<file path="src/hdl/fpl_pkg.sv">
// Package for the front panel power and LED controller.
// Assumes a 50 MHz system clock on standby power.
package fpl_pkg;

  // ----------------------------------------------------------------
  // Timing
  // ----------------------------------------------------------------
  localparam int unsigned CLK_HZ = 50000000;
  localparam int unsigned BLINK_HZ = 1;
  // Half period of the shared blink, in cycles
  localparam int unsigned BLINK_HALF_CYC = CLK_HZ / (2 * BLINK_HZ);
  // Fail-safe off window: at least 4 s, below 5 s; 4.5 s is taken
  localparam int unsigned FAILSAFE_MS = 4500;
  localparam int unsigned FAILSAFE_CYC = (CLK_HZ / 1000) * FAILSAFE_MS;
  // Power-up sequence steps
  localparam int unsigned PWROK_WAIT_MS = 100;
  localparam int unsigned PWROK_WAIT_CYC = (CLK_HZ / 1000) * PWROK_WAIT_MS;
  localparam int unsigned RESET_HOLD_US = 1000;
  localparam int unsigned RESET_HOLD_CYC =
    (CLK_HZ / 1000000) * RESET_HOLD_US;

  // ----------------------------------------------------------------
  // Chipset ACPI state codes
  // ----------------------------------------------------------------
  localparam logic [1:0] ACPI_S0 = 2'h0;
  localparam logic [1:0] ACPI_S1 = 2'h1;
  localparam logic [1:0] ACPI_S5 = 2'h3;

  // ----------------------------------------------------------------
  // Status LED severity, low to high
  // ----------------------------------------------------------------
  typedef enum logic [1:0]
  {
    SEV_OK = 2'b00,
    SEV_DEGRADED = 2'b01,
    SEV_NONFATAL = 2'b10,
    SEV_FATAL = 2'b11
  } fpl_sev_t;

  // Power sequencer states
  typedef enum logic [2:0]
  {
    PS_OFF = 3'b000,
    PS_WAIT_GOOD = 3'b001,
    PS_RESET = 3'b010,
    PS_ON = 3'b011,
    PS_FAILSAFE = 3'b100
  } fpl_pwr_t;

endpackage : fpl_pkg

</file>
<file path="src/hdl/fpl_edge_det.sv">
// Press detector: one-cycle pulse on each new press of a button.
// Assumes button levels synchronous to the clock, active high.
`timescale 1ns/100ps
module fpl_edge_det
#(
  parameter int unsigned WIDTH = 4
)
(
  // Clock and reset
  input wire logic clock,
  input wire logic rst,
  // Levels in, rising edge pulses out
  input wire logic [WIDTH-1:0] level,
  output logic [WIDTH-1:0] rise
);

  logic [WIDTH-1:0] last;

  // One detector per input
  genvar i;
  generate
    for (i = 0; i < WIDTH; i++)
    begin : g_edge
      always_ff @(posedge clock)
      begin
        if (rst)
        begin
          last[i] <= 1'b0;
          rise[i] <= 1'b0;
        end
        else
        begin
          last[i] <= level[i];
          rise[i] <= level[i] & ~last[i];
        end
      end
    end
  endgenerate

endmodule : fpl_edge_det

</file>
<file path="src/hdl/fpl_front_panel.sv">
// Front panel power and LED controller top level.
// Assumes all inputs synchronous to clock, buttons active high.
//
// Functional notes
// - Power press becomes chipset request, never supply.
// - Off: button or wake edge starts power-up.
// - Power-up drives power-good then releases reset.
// - Chipset off state drops supply power-on.
// - Unserviced off request forces off within 4-5s.
// - Reset press forwarded to chipset as request.
// - Identify press toggles chassis ID LED.
// - ID LED holds until next press or command.
// - Power LED follows DC and ACPI state.
// - Status LED shows only most severe fault.
// - Any amber fault suppresses green indication.
// - Own faults merged with other controllers' faults.
// - Sensor contributions track current sensor state.
// - Status LED state kept through DC-off or S5.
// - Green/blink/amber-blink/amber/off status encoding.
// - Degraded sources raise the degraded state.
// - Non-fatal sources raise the non-fatal state.
// - Fatal sources raise the fatal state.
// - ID sources unprioritised; command identify blinks.
`timescale 1ns/100ps
module fpl_front_panel
  import fpl_pkg::*;
#(
  parameter int unsigned FAILSAFE_CYCLES = FAILSAFE_CYC,
  parameter int unsigned PWROK_CYCLES = PWROK_WAIT_CYC,
  parameter int unsigned RESET_CYCLES = RESET_HOLD_CYC,
  parameter int unsigned BLINK_CYCLES = BLINK_HALF_CYC
)
(
  // Clock and reset
  input wire logic clock,
  input wire logic rst,
  // Front panel buttons, high while pressed
  input wire logic powerButton,
  input wire logic resetButton,
  input wire logic identifyButton,
  // Chipset side
  input wire logic chipsetWake,
  input wire logic [1:0] chipsetAcpiState,
  input wire logic acpiEnabled,
  input wire logic firmwareAck,
  output logic powerButtonReq,
  output logic resetButtonReq,
  // Power supply side
  input wire logic supplyPowerGood,
  output logic supply_power_on,
  output logic platformPowerGood,
  output logic platformReset,
  // Identify commands: set blink/off from management firmware
  input wire logic identifyCmdValid,
  input wire logic identifyCmdOn,
  // Locally detected degraded sources
  input wire logic redundancyLost,
  input wire logic cpuDisabled,
  input wire logic fanFailed,
  input wire logic nonCriticalCrossed,
  input wire logic batteryFailed,
  input wire logic supplyPredictive,
  // Locally detected non-fatal sources
  input wire logic criticalCrossed,
  input wire logic regulator_hot,
  input wire logic fansBelowMinimum,
  // Locally detected fatal sources
  input wire logic cpu_catastrophic_error,
  input wire logic cpu_thermal_trip,
  input wire logic cpu1Missing,
  input wire logic supplyCountLow,
  // Severity from other controllers and firmware fault command
  input wire logic [1:0] hotSwapSeverity,
  input wire logic [1:0] firmwareSeverity,
  // LEDs
  output logic powerLed,
  output logic identifyLed,
  output logic statusGreenLed,
  output logic statusAmberLed,
  // State view
  output logic [2:0] powerState
);

  // ----------------------------------------------------------------
  // Shared pieces
  // ----------------------------------------------------------------
  logic blink;
  logic [2:0] press;
  logic wakeRise;
  logic [31:0] timer;
  fpl_pwr_t state;
  fpl_pwr_t next_state;
  logic offPending;
  logic [31:0] offTimer;
  logic idOn;
  logic idBlink;
  fpl_sev_t severity;
  fpl_sev_t next_severity;
  logic mainOn;

  // Single blink source keeps every LED in phase
  fpl_pulse_div #(
    .HALF_CYC(BLINK_CYCLES)
  ) u_div (
    .clock(clock),
    .rst(rst),
    .blink(blink)
  );

  // Press edges: power, reset, identify, and chipset wake
  fpl_edge_det #(
    .WIDTH(4)
  ) u_edge (
    .clock(clock),
    .rst(rst),
    .level({chipsetWake, identifyButton, resetButton, powerButton}),
    .rise({wakeRise, press})
  );

  // Highest of two severities
  function automatic fpl_sev_t sev_max(input fpl_sev_t a,
                                       input fpl_sev_t b);
    sev_max = (a > b) ? a : b;
  endfunction : sev_max

  // ----------------------------------------------------------------
  // Button forwarding
  // ----------------------------------------------------------------

  // Presses go to the chipset as requests, never to the supply
  always_ff @(posedge clock)
  begin
    if (rst)
    begin
      powerButtonReq <= 1'b0;
      resetButtonReq <= 1'b0;
    end
    else
    begin
      powerButtonReq <= press[0] && (state == PS_ON);
      resetButtonReq <= press[1] && (state == PS_ON);
    end
  end

  // ----------------------------------------------------------------
  // Fail-safe off timer
  // ----------------------------------------------------------------

  // Armed by an off request; cleared once firmware services it
  always_ff @(posedge clock)
  begin
    if (rst)
    begin
      offPending <= 1'b0;
      offTimer <= 32'h0000_0000;
    end
    else if (state != PS_ON)
    begin
      offPending <= 1'b0;
      offTimer <= 32'h0000_0000;
    end
    else if (press[0])
    begin
      offPending <= 1'b1;
      offTimer <= 32'h0000_0000;
    end
    else if (offPending && firmwareAck)
    begin
      offPending <= 1'b0;
    end
    else if (offPending)
    begin
      offTimer <= offTimer + 32'h0000_0001;
    end
  end

  // ----------------------------------------------------------------
  // Power sequencer
  // ----------------------------------------------------------------

  // Next state of the sequencer
  always_comb
  begin
    next_state = state;
    case (state)
      PS_OFF:
      begin
        if (press[0] || wakeRise)
        begin
          next_state = PS_WAIT_GOOD;
        end
      end
      PS_WAIT_GOOD:
      begin
        if (supplyPowerGood && timer >= PWROK_CYCLES - 1)
        begin
          next_state = PS_RESET;
        end
      end
      PS_RESET:
      begin
        if (timer >= RESET_CYCLES - 1)
        begin
          next_state = PS_ON;
        end
      end
      PS_ON:
      begin
        if (acpiEnabled && chipsetAcpiState == ACPI_S5)
        begin
          next_state = PS_OFF;
        end
        else if (offPending && offTimer >= FAILSAFE_CYCLES - 1)
        begin
          next_state = PS_FAILSAFE;
        end
      end
      PS_FAILSAFE:
      begin
        next_state = PS_OFF;
      end
      default:
      begin
        next_state = PS_OFF;
      end
    endcase
  end

  // State register and step timer
  always_ff @(posedge clock)
  begin
    if (rst)
    begin
      state <= PS_OFF;
      timer <= 32'h0000_0000;
    end
    else
    begin
      state <= next_state;
      if (next_state != state)
      begin
        timer <= 32'h0000_0000;
      end
      else
      begin
        timer <= timer + 32'h0000_0001;
      end
    end
  end

  // Supply enable, power-good and reset outputs
  always_ff @(posedge clock)
  begin
    if (rst)
    begin
      supply_power_on <= 1'b0;
      platformPowerGood <= 1'b0;
      platformReset <= 1'b1;
      powerState <= PS_OFF;
    end
    else
    begin
      supply_power_on <= (next_state == PS_WAIT_GOOD) ||
                         (next_state == PS_RESET) ||
                         (next_state == PS_ON);
      platformPowerGood <= (next_state == PS_RESET) ||
                           (next_state == PS_ON);
      platformReset <= (next_state != PS_ON);
      powerState <= next_state;
    end
  end

  assign mainOn = (state == PS_ON);

  // ----------------------------------------------------------------
  // Power LED
  // ----------------------------------------------------------------

  // Off when DC off, S5 or unknown code, blink in S1, solid otherwise
  always_ff @(posedge clock)
  begin
    if (rst)
    begin
      powerLed <= 1'b0;
    end
    else if (!mainOn)
    begin
      powerLed <= 1'b0;
    end
    else if (!acpiEnabled)
    begin
      powerLed <= 1'b1;
    end
    else
    begin
      case (chipsetAcpiState)
        ACPI_S0: powerLed <= 1'b1;
        ACPI_S1: powerLed <= blink;
        ACPI_S5: powerLed <= 1'b0;
        default: powerLed <= 1'b0;
      endcase
    end
  end

  // ----------------------------------------------------------------
  // Chassis identify LED
  // ----------------------------------------------------------------

  // Latest source wins: button toggles solid, command sets blink/off
  always_ff @(posedge clock)
  begin
    if (rst)
    begin
      idOn <= 1'b0;
      idBlink <= 1'b0;
    end
    else if (press[2])
    begin
      idOn <= ~(idOn && !idBlink);
      idBlink <= 1'b0;
    end
    else if (identifyCmdValid)
    begin
      idOn <= identifyCmdOn;
      idBlink <= identifyCmdOn;
    end
  end

  // Drive the identify LED
  always_ff @(posedge clock)
  begin
    if (rst)
    begin
      identifyLed <= 1'b0;
    end
    else
    begin
      identifyLed <= idOn && (!idBlink || blink);
    end
  end

  // ----------------------------------------------------------------
  // System status LED
  // ----------------------------------------------------------------

  // Merge live sources into one worst severity
  always_comb
  begin
    next_severity = SEV_OK;
    if (redundancyLost || cpuDisabled || fanFailed ||
        nonCriticalCrossed || batteryFailed || supplyPredictive)
    begin
      next_severity = SEV_DEGRADED;
    end
    if (criticalCrossed || regulator_hot || fansBelowMinimum)
    begin
      next_severity = SEV_NONFATAL;
    end
    if (cpu_catastrophic_error || cpu_thermal_trip || cpu1Missing ||
        (mainOn && !supplyPowerGood) || supplyCountLow)
    begin
      next_severity = SEV_FATAL;
    end
    next_severity = sev_max(next_severity,
                            fpl_sev_t'(hotSwapSeverity));
    next_severity = sev_max(next_severity,
                            fpl_sev_t'(firmwareSeverity));
  end

  // Track sensors while on; freeze across DC-off and S5
  always_ff @(posedge clock)
  begin
    if (rst)
    begin
      severity <= SEV_OK;
    end
    else if (mainOn)
    begin
      severity <= next_severity;
    end
  end

  // Encode severity onto the bicolour LED
  always_ff @(posedge clock)
  begin
    if (rst)
    begin
      statusGreenLed <= 1'b0;
      statusAmberLed <= 1'b0;
    end
    else if (!mainOn)
    begin
      statusGreenLed <= 1'b0;
      statusAmberLed <= 1'b0;
    end
    else
    begin
      case (severity)
        SEV_OK:
        begin
          statusGreenLed <= 1'b1;
          statusAmberLed <= 1'b0;
        end
        SEV_DEGRADED:
        begin
          statusGreenLed <= blink;
          statusAmberLed <= 1'b0;
        end
        SEV_NONFATAL:
        begin
          statusGreenLed <= 1'b0;
          statusAmberLed <= blink;
        end
        default:
        begin
          statusGreenLed <= 1'b0;
          statusAmberLed <= 1'b1;
        end
      endcase
    end
  end

endmodule : fpl_front_panel

</file>
<file path="src/hdl/fpl_pulse_div.sv">
// Shared blink divider: square wave output only.
// Assumes one clock and a synchronous active high reset.
`timescale 1ns/100ps
module fpl_pulse_div
  import fpl_pkg::*;
#(
  parameter int unsigned HALF_CYC = BLINK_HALF_CYC
)
(
  // Clock and reset
  input wire logic clock,
  input wire logic rst,
  // Blink output, about 50 percent duty
  output logic blink
);

  logic [31:0] count;

  // Count half periods and flip the blink level
  always_ff @(posedge clock)
  begin
    if (rst)
    begin
      count <= 32'h0000_0000;
      blink <= 1'b0;
    end
    else if (count >= HALF_CYC - 1)
    begin
      count <= 32'h0000_0000;
      blink <= ~blink;
    end
    else
    begin
      count <= count + 32'h0000_0001;
    end
  end

endmodule : fpl_pulse_div

</file>
<file path="config.mk">
export PLATFORM = sky130hd
export DESIGN_NAME = fpl_front_panel
export DESIGN_NICKNAME = d
export VERILOG_FILES = /design/src/hdl/fpl_pkg.sv /design/src/hdl/fpl_edge_det.sv /design/src/hdl/fpl_front_panel.sv /design/src/hdl/fpl_pulse_div.sv
export SDC_FILE = /design/constraint.sdc
export NUM_CORES = 1
export LEC_CHECK = 0
export BUFFER_PORTS_ARGS = -buffer_cell sky130_fd_sc_hd__buf_4
export CAP_MARGIN = 20
export CORE_MARGIN = 1
export CORE_UTILIZATION = 54
export CTS_CLUSTER_DIAMETER = 120
export CTS_CLUSTER_SIZE = 14
export DETAILED_ROUTE_END_ITERATION = 16
export PLACE_DENSITY = 0.77
export SETUP_SLACK_MARGIN = 0.3
export SKIP_CTS_REPAIR_TIMING = 1
export SYNTH_ARGS = -nofsm -noshare
export SYNTH_HDL_FRONTEND = slang
export SYNTH_SLANG_ARGS = --single-unit
</file>
<file path="constraint.sdc">
create_clock -name clock -period 3.3 [get_ports clock]
set_clock_uncertainty 0.1 [all_clocks]
set_input_delay 0.99 -clock clock [delete_from_list [all_inputs] [get_ports clock]]
set_output_delay 0.99 -clock clock [all_outputs]
set_load 0.02 [all_outputs]
</file>
==> out/qor.yml, run 1 <==
tns_ps: 0
leakage_nw: 2.385
regArea_sq_mm: 0.002445
firstDrtPassIters: 5
hold_end: "u_edge.rise[1]"
cp.required_ps: 3590
numCtsBuffers: 17
finalCriticalPeriod_ps: 2833
cts.path.max_buffers: 2
gp_congestion: 0.8203
antenna_found_initial: 0
timing.rr.start: "powerState[2]"
setup_violations: 0
vias: 4373
whs_path_depth: 1
relSlewSlack_pct: 28.75
p_per_area_mw_per_mm2: 535.1
combPwrFrac_pct: 2.9
syn_area_per_cell_sq_um: 8.703
drive_gt1_share_pct: 13.13
avgRoutedWirePerCell_microns: 14.14
die-area_sq_mm: 0.01028
finalCritPeriodShare_pct: 85.84
p_int_mw: 2.706
cts-htree-levels: 4
place_area_sq_mm: 0.005781
yosysMostFrequentCell: "dfxtp_1"
hold_viol: 0
hpwl_microns: 7514
design_area_sq_mm: 0.006392
worstHoldStart: "u_edge.last[1]"
multiInputGateArea_sq_mm: 0.002789
crit_fanout: 2
p_switching_uw: 714.7
setup.worst_path.class: "primary input to register"
clock-sinks: 122
max_stage_delay_ps: 260
cts.clk_slew.worst_paths_ps: 60
ant_nets: 0
path_buf_inv: 1
drtIter0Drc: 199
p_seq_share_pct: 43.9
grt_pass1_wl_microns: 18730
drcViolationCount: 0
yosys_register_bits: 122
synthArstFlopShare_pct: 0
synth_top_area_share_pct: 45.78
status: "finished, final reports clean"
crit_chain: "buf_4, nor4_2, o21ai_1, nand2b_4, ha_4, nor2b_1, o21ai_1, mux2i_1, ha_1, nand2_1, o21ai_1, nand2_1, o211ai_1, nor3b_2"
worstMarginPinSlew_ps: 1069
synth_top_cell_by_area: "dfxtp_1"
routed_wl_microns: 11410
crit_family: "simple AND/OR/NAND/NOR gates"
yosysWarnings: 0
hp-class: "register to register"
rrSetupSlack_ps: 570
crit_arrival_ps: 3130
antenna_cells: 0
slew_viol_final: 0
clkPwrFrac_pct: 53.1
cp-end-kind: "register"
rsz0062_at_grt: "no"
synth_edf_count: 0
clock-root-buffer: "clkbuf_8"
fp.dieW_microns: 101.4
n_fill_cell: 749
pin_count: 42
r2r-end: "severity[0]"
synth-seq-area-share_pct: 45.78
critPathLaunchType: "primary input"
nNetsFinal: 704
grt_usage_pct: 23.60
num_rows: 35
cp_slowest_cell: "ha_1"
crit_path_frequent_cell: "o21ai_1"
syn_inst: 613
start_util_pct: 56.66
ir_drop_mv: 0.3689
ys_top_cells_by_count: "122 x dfxtp_1, 119 x nor2_1, 54 x xor2_1"
synthFlopType: "dfxtp_1"
overflow: 0
netlist_top_cells_area: "dfxtp_1 46%, xor2_1 8.9%, nor2_1 8.4%"
clock.fmax_mhz: 353.0
synth.distinct_cells: 50
cts_tree: "built"
port_buffers: 41
max_cap_viol_count: 0
routed_via_density: 5.419
grt_max_degree: 33
coreArea_sq_mm: 0.009415
syn_area_sq_mm: 0.005335
clk_latency_ps: 520
first_global_vias: 4223
chipHeight_microns: 101.4
area_growth_pct: 19.82
p_sw_share_pct: 20.90
r2r_cells: 15
state kept, by name, indices dropped and copies added (netlist names), 2 cells and up:
name / cells
powerState: 3
timer: 32
u_edge.rise: 4
u_edge.last: 4
offTimer: 32
severity: 2
u_div.count: 32
layout by cell type, fill, tap and decap left out, drive strengths merged, types with 8 or more instances in the layout:
cell	netlist	final
xor2	54	54
nand2	40	40
inv	18	18
a21oi	11	11
xnor2	27	27
nor4	8	8
nor3	18	18
nand4	19	19
nor2	119	119
and3	18	18
ha	9	9
nor2b	11	11
buf	6	46
nand3	36	36
clkbuf	13	20
o21ai	11	11
dfxtp	122	122
final cells by class:
type	instances	share of cell area, %
Inverter	18	1.057
Clock buffer	20	6.812
Sequential cell	122	38.25
Tap cell	129	2.525
Multi-Input combinational cell	460	43.63
Timing Repair Buffer	46	5.402
Clock inverter	12	2.329
layer usage:
layer | vias up | global-route usage, % | wire length [microns]
met1 | 2050 | 26.12 | 4981
met3 | 16 | 7.039 | 480
met5 | - | 0 | 0
li1 | 2194 | - | -
met4 | 0 | 8.027 | 148
met2 | 113 | 43.01 | 5801
power groups by stage:
| stage | Combinational [mW] | Sequential [mW] | Clock (mW) |
|---|---|---|---|
| finish | 0.100 | 1.50 | 1.82 |
| global route | 0.111 | 1.51 | 1.92 |
| CTS | 0.0991 | 1.50 | 1.85 |
| detailed placement | 0.0976 | 1.53 | 0 |
| global placement | 0.0937 | 1.53 | 0 |
| floorplan | 0.0487 | 1.53 | 0 |
how the worst max path moves through the flow:
stage	start	endpoint	slack (ps)	cells after the start
after global routing	regulator_hot	severity[0]	300	14
final	cpu_thermal_trip	severity[0]	470	14
after detailed placement	cpu_thermal_trip	severity[0]	-150	14
after global placement	cpu_thermal_trip	severity[0]	-60	14
after floorplan	cpu_thermal_trip	severity[0]	150	13
after CTS	cpu_thermal_trip	severity[0]	370	14
metrics by stage:
| step | worst slack (ps) | total power, mW | util (%) | hold slack [ps] | cells |
|---|---|---|---|---|---|
| after global routing | 303.4 | 3.532 | 67.89 | 292.9 | 807 |
| after CTS | 372.8 | 3.454 | 67.60 | 287.5 | 807 |
| after global placement | -57.33 | 1.628 | 61.40 | 272.0 | 775 |
| final | 467.4 | 3.421 | 67.89 | 282.1 | 807 |
| after detailed placement | -150.0 | 1.632 | 61.40 | 271.7 | 775 |
| after floorplan | 150.7 | 1.583 | - | 267.4 | 619 |
kinds of logic after synthesis:
kind of cell / share of synthesized area (%)
and+or+nand+nor: 27.88
muxes: 0.7739
buffers and inverters: 2.955
adders and majority gates: 2.111
DFF: 45.78
other: 0.07029
AOI/OAI and AO/OA: 7.130
xor gates and xnor gates: 13.30
Power figures use the tool's default switching activity.
==> inputs of run 2 (changes only) <==
Settings changed: CORE_ASPECT_RATIO set to 1.1, SETUP_SLACK_MARGIN 0.3 to 0.5.
==> run 2 against run 1 <==
  * Largest cell class unchanged
  * Non-clock buffer count is 1 higher
  * Global-route usage shrank 1.8 points
  * Combinational power is essentially flat
  * Final cell count shrank 1.4%
  * Clock power about the same
  * Sequential power about the same
  * Power increased by 0.46%
  * First-iteration DRC count shrank 14%
  * Sequential share of layout area is 0.21 points lower
==> out/qor.yml, run 2 (synthesis gave the netlist of run 1 again) <==
routed_wl_microns: 10730  # -5.9%
hpwl_microns: 7485  # -0.38%
cp-end-kind: "register"
drtIter0Drc: 172  # -14%
crit_chain: "buf_6, nor4_4, o21ai_2, buf_4, a21o_1, inv_1, ha_2, nand2_1, o21ai_1, mux2i_1, ha_1, nand2_1, o21ai_2, nand2_1, o211ai_1, nor3b_2"
worstMarginPinSlew_ps: 1058  # -11.10 ps
clkPwrFrac_pct: 53.2  # about the same
place_area_sq_mm: 0.005766  # -0.26%
combPwrFrac_pct: 3.0  # about the same
gp_congestion: 0.8101  # -1.2%
rrSetupSlack_ps: 550  # -20 ps
port_buffers: 41  # unchanged
drive_gt1_share_pct: 13.70  # +0.57 points
clk_latency_ps: 520  # about the same
max_cap_viol_count: 0  # unchanged
avgRoutedWirePerCell_microns: 13.48  # -4.6%
n_fill_cell: 742  # -0.93%
dpl_worst_slack_ps: -193.0  # -42.96 ps
finalCritPeriodShare_pct: 85.89  # about the same
die-area_sq_mm: 0.01028  # about the same
grt_max_degree: 33  # unchanged
multiInputGateArea_sq_mm: 0.002813  # +0.85%
critPathLaunchType: "primary input"
setup_violations: 0  # unchanged
cts_tree: "built"
grt_usage_pct: 21.85  # -1.8 points
ir_drop_mv: 0.3129  # -15%
reg_top3: "offTimer (32), timer (32), u_div.count (32)"
ant_nets: 0  # unchanged
grt_pass1_wl_microns: 18130  # -3.2%
clock-sinks: 122  # unchanged
num_rows: 37  # +5.7%
finalCriticalPeriod_ps: 2834  # +1.834 ps
crit_fanout: 2  # unchanged
coreArea_sq_mm: 0.009490  # +0.80%
antenna_found_initial: 0  # unchanged
p_switching_uw: 668.7  # -6.4%
timing.rr.start: "powerState[2]"
routed_via_density: 5.428  # +0.18%
first_global_vias: 4130  # -2.2%
slew_viol_final: 0  # unchanged
fin_cells: 796  # -1.4%
p_int_mw: 2.767  # +2.3%
firstDrtPassIters: 4  # -1
hp-class: "register to register"
hold_viol: 0  # unchanged
whs_path_depth: 1  # unchanged
finalWorstSetupSlack_ps: 465.6  # -1.834 ps
overflow: 0  # unchanged
fp.dieW_microns: 96.77  # -4.6%
design_area_sq_mm: 0.006427  # +0.55%
clock-root-buffer: "clkbuf_8"
hold_end: "u_edge.rise[0]"
regArea_sq_mm: 0.002445  # unchanged
cp.required_ps: 3600  # about the same
leakage_nw: 2.416  # +1.3%
worstHoldStart: "u_edge.last[0]"
r2r_cells: 15  # unchanged
hold_slack_ps: 280.2  # -1.924 ps
relSlewSlack_pct: 29.50  # +0.74 points
cts.path.max_buffers: 2  # unchanged
path_buf_inv: 3  # +2
crit_path_frequent_cell: "nand2_1"
final_common_cell: "dfxtp_1"
mostFrequentLayoutCells: "120 x dfxtp_1, 119 x nor2_1, 54 x xor2_1"
r2r-end: "severity[0]"
status: "finished, final reports clean"
drcViolationCount: 0  # unchanged
chipHeight_microns: 106.3  # +4.8%
pin_count: 42  # unchanged
rsz0062_at_grt: "yes"
total_power_mw: 3.436  # +0.46%
placed_cells: 763  # -1.5%
area_growth_pct: 20.47
cp_slowest_cell: "nor4_4"
vias: 4321  # -1.2%
clock.fmax_mhz: 352.8  # about the same
p_seq_share_pct: 43.8  # about the same
setup.worst_path.class: "primary input to register"
start_util_pct: 56.22  # -0.45 points
max_stage_delay_ps: 270  # about the same
p_sw_share_pct: 19.46  # -1.4 points
nNetsFinal: 705  # +0.14%
crit_arrival_ps: 3130  # about the same
antenna_cells: 0  # unchanged
numCtsBuffers: 17  # unchanged
p_per_area_mw_per_mm2: 534.6  # about the same
cts-htree-levels: 4  # unchanged
crit_family: "simple AND/OR/NAND/NOR gates"
cts.clk_slew.worst_paths_ps: 50  # about the same
-- run 2: cell types whose count changed in the layout (fill, tap and decap cells not counted), moves of 2 or more --
cell / delta
clkinvlp_4: -4
buf_6: +2
clkbuf_8: +3
o21ai_2: +2
o21ai_1: -2
-- run 2: layer usage --
layer | global-route usage [%] | part of all wire [%]
met1 | 24.20 | 43
met2 | 38.88 | 51
met3 | 5.917 | 4.1
met4 | 10.13 | 1.6
met5 | 0 | 0
-- run 2: area by class of cell --
class | instances | area share [%]
Clock inverter | 8 | 1.791
Sequential cell | 122 | 38.04
Tap cell | 117 | 2.278
Timing Repair Buffer | 47 | 5.606
Multi-Input combinational cell | 460 | 43.76
Inverter | 18 | 1.051
Clock buffer | 24 | 7.475
-- run 2: metrics by stage --
stage               TNS, ps  util [%]
floorplan                 0         -
finish                    0     67.73
CTS                       0     67.03
global placement     -52.97     60.75
detailed placement   -193.0     60.75
global route              0     67.73
-- run 2: worst max path at each step --
stage	startpoint	end	slack [ps]	cells after the start
final	supplyCountLow	severity[0]	470	16
after global routing	supplyCountLow	severity[0]	320	16
after CTS	cpu_thermal_trip	severity[0]	340	14
after detailed placement	cpu_thermal_trip	severity[0]	-190	14
after global placement	cpu_thermal_trip	severity[0]	-50	14
after floorplan	cpu_thermal_trip	severity[0]	150	13
-- run 2: power by group through the flow --
stage,logic (mW),registers (mW),clock network [mW]
after floorplan,0.0487,1.53,0
after global placement,0.0943,1.53,0
after detailed placement,0.0972,1.53,0
after CTS,0.0978,1.50,1.85
after global routing,0.113,1.50,1.93
final,0.103,1.50,1.83
==> inputs of run 3 (changes only) <==
Settings changed: SETUP_SLACK_MARGIN 0.5 to unset.
==> run 3 against run 2 <==
  * First-iteration DRC count increased by 16%
  * Power is 0.91% lower
  * Clock power about the same
  * Design area is 0.80% lower
  * Critical path depth down 2
  * Sequential share of layout area grew 0.27 points
  * Clock-buffer cell count increased by 1
  * Non-clock buffer count did not move
  * Sequential power about the same
  * Wire length down 0.40%
  * Global-route usage about the same
  * Largest power group unchanged
==> out/qor.yml, run 3 (synthesis gave the netlist of run 1 again) <==
status: "finished, final reports clean"
firstDrtPassIters: 4  # unchanged
crit_arrival_ps: 3320  # +190 ps
fp.dieW_microns: 96.77  # unchanged
fin_cells: 795  # -0.13%
n_fill_cell: 741  # -0.13%
drcViolationCount: 0  # unchanged
nNetsFinal: 705  # unchanged
cp.required_ps: 3580  # -20 ps
worstMarginPinSlew_ps: 796.3  # -261.3 ps
routed_via_density: 5.516  # +1.6%
numCtsBuffers: 17  # unchanged
relSlewSlack_pct: 46.42  # +17 points
place_area_sq_mm: 0.005759  # -0.11%
critPathLaunchType: "primary input"
gp_congestion: 0.8328  # +2.8%
grt_usage_pct: 21.82  # -0.027 points
finalWorstSetupSlack_ps: 264.9  # -200.7 ps
hp-class: "register to register"
grt_max_degree: 33  # unchanged
timing.rr.start: "powerState[0]"
coreArea_sq_mm: 0.009490  # unchanged
num_rows: 37  # unchanged
cp_slowest_cell: "ha_1"
placed_cells: 763  # unchanged
chipHeight_microns: 106.3  # unchanged
antenna_found_initial: 0  # unchanged
antenna_cells: 0  # unchanged
drtIter0Drc: 200  # +16%
port_buffers: 41  # unchanged
cts-htree-levels: 4  # unchanged
cts.clk_slew.worst_paths_ps: 50  # about the same
reg_top3: "offTimer (32), timer (32), u_div.count (32)"
grt_pass1_wl_microns: 18350  # +1.2%
r2r-end: "severity[0]"
clock.fmax_mhz: 329.5  # -6.6%
slew_viol_final: 0  # unchanged
hold_slack_ps: 284.0  # +3.736 ps
crit_family: "simple AND/OR/NAND/NOR gates"
ir_drop_mv: 0.3171  # +1.3%
final_common_cell: "dfxtp_1"
die-area_sq_mm: 0.01028  # unchanged
leakage_nw: 2.396  # -0.84%
path_buf_inv: 1  # -2
crit_chain: "buf_4, nor4_1, o21ai_0, nand2b_1, ha_1, nor2b_1, o21ai_0, mux2i_1, ha_1, nand2_1, o21ai_1, nand2_1, o211ai_1, nor3b_1"
p_per_area_mw_per_mm2: 534.0  # -0.12%
setup.worst_path.class: "primary input to register"
start_util_pct: 56.22  # unchanged
overflow: 0  # unchanged
pin_count: 42  # unchanged
finalCriticalPeriod_ps: 3035  # +200.7 ps
hold_end: "u_edge.rise[2]"
rsz0062_at_grt: "no"
vias: 4385  # +1.5%
dpl_worst_slack_ps: -289.3  # -96.28 ps
finalCritPeriodShare_pct: 91.97  # +6.1 points
cts_tree: "built"
ant_nets: 0  # unchanged
max_cap_viol_count: 0  # unchanged
drive_gt1_share_pct: 12.24  # -1.5 points
whs_path_depth: 1  # unchanged
design_area_sq_mm: 0.006376  # -0.80%
worstHoldStart: "u_edge.last[2]"
hold_viol: 0  # unchanged
r2r_cells: 13  # -2
cts.path.max_buffers: 2  # unchanged
avgRoutedWirePerCell_microns: 13.45  # -0.28%
setup_violations: 0  # unchanged
clock-root-buffer: "clkbuf_8"
routed_wl_microns: 10690  # -0.40%
hpwl_microns: 7402  # -1.1%
crit_fanout: 2  # unchanged
cp-end-kind: "register"
area_growth_pct: 19.51
total_power_mw: 3.405  # -0.91%
first_global_vias: 4180  # +1.2%
clk_latency_ps: 510  # about the same
mostFrequentLayoutCells: "122 x dfxtp_1, 119 x nor2_1, 54 x xor2_1"
max_stage_delay_ps: 290  # +20 ps
clock-sinks: 122  # unchanged
rrSetupSlack_ps: 410  # -140 ps
## run 3: cell count changes in the layout (fill, tap and decap cells not counted), moves of 2 or more
cell / before / now
buf_6: 2 / 0
clkbuf_8: 5 / 7
clkinv_2: 5 / 2
clkinvlp_4: 0 / 2
dfxtp_1: 120 / 122
dfxtp_2: 2 / 0
ha_1: 7 / 9
o21ai_0: 7 / 9
o21ai_2: 2 / 0
## run 3: cell type report
class	count	area, sq um	area share (%)
Timing Repair Buffer	47	372.9	5.848
Inverter	18	67.56	1.060
Sequential cell	122	2442	38.30
Multi-Input combinational cell	460	2758	43.25
Tap cell	117	146.4	2.296
Clock buffer	25	504.2	7.908
Clock inverter	6	85.08	1.334
## run 3: per-stage QoR
| step | setup TNS [ps] | util (%) |
|---|---|---|
| after global placement | -150.0 | 60.69 |
| after CTS | 0 | 66.90 |
| final | 0 | 67.19 |
| after detailed placement | -289.3 | 60.69 |
| after floorplan | 0 | - |
| after global routing | 0 | 67.19 |
## run 3: how the worst max path moves through the flow
stage	start	to	slack (ps)	cells past startpoint
detailed placement	cpu_thermal_trip	severity[0]	-290	14
finish	cpu_thermal_trip	severity[0]	260	14
global placement	cpu_thermal_trip	severity[0]	-150	14
CTS	cpu_thermal_trip	severity[0]	220	14
global route	cpu_thermal_trip	severity[0]	40	14
floorplan	cpu_thermal_trip	severity[0]	80	13
## run 3: power breakdown
part | internal [mW] | total [mW] | switching [mW]
sequential | 1.49 | 1.50 | 0.0111
combinational | 0.0474 | 0.0939 | 0.0465
clock | 1.19 | 1.81 | 0.619
total | 2.73 | 3.40 | 0.676
## run 3: worst reg2reg max path, cell delays in order, from the launching register on
cell      delay, ps
dfxtp_1         470
nand3b_1        220
o21ai_0         280
nand2b_1        170
ha_1            240
nor2b_1         130
o21ai_0         180
mux2i_1         260
ha_1            260
nand2_1          50
o21ai_1          80
nand2_1          70
o211ai_1         80
nor3b_1         170
## run 3: per-layer routing
| layer | GRT usage (%) | up-vias | routed length, microns |
|---|---|---|---|
| li1 | - | 2198 | - |
| met1 | 26.38 | 2072 | 4816 |
| met2 | 37.73 | 102 | 5344 |
| met3 | 4.602 | 13 | 419 |
| met4 | 8.955 | 0 | 112 |
| met5 | 0 | - | 0 |
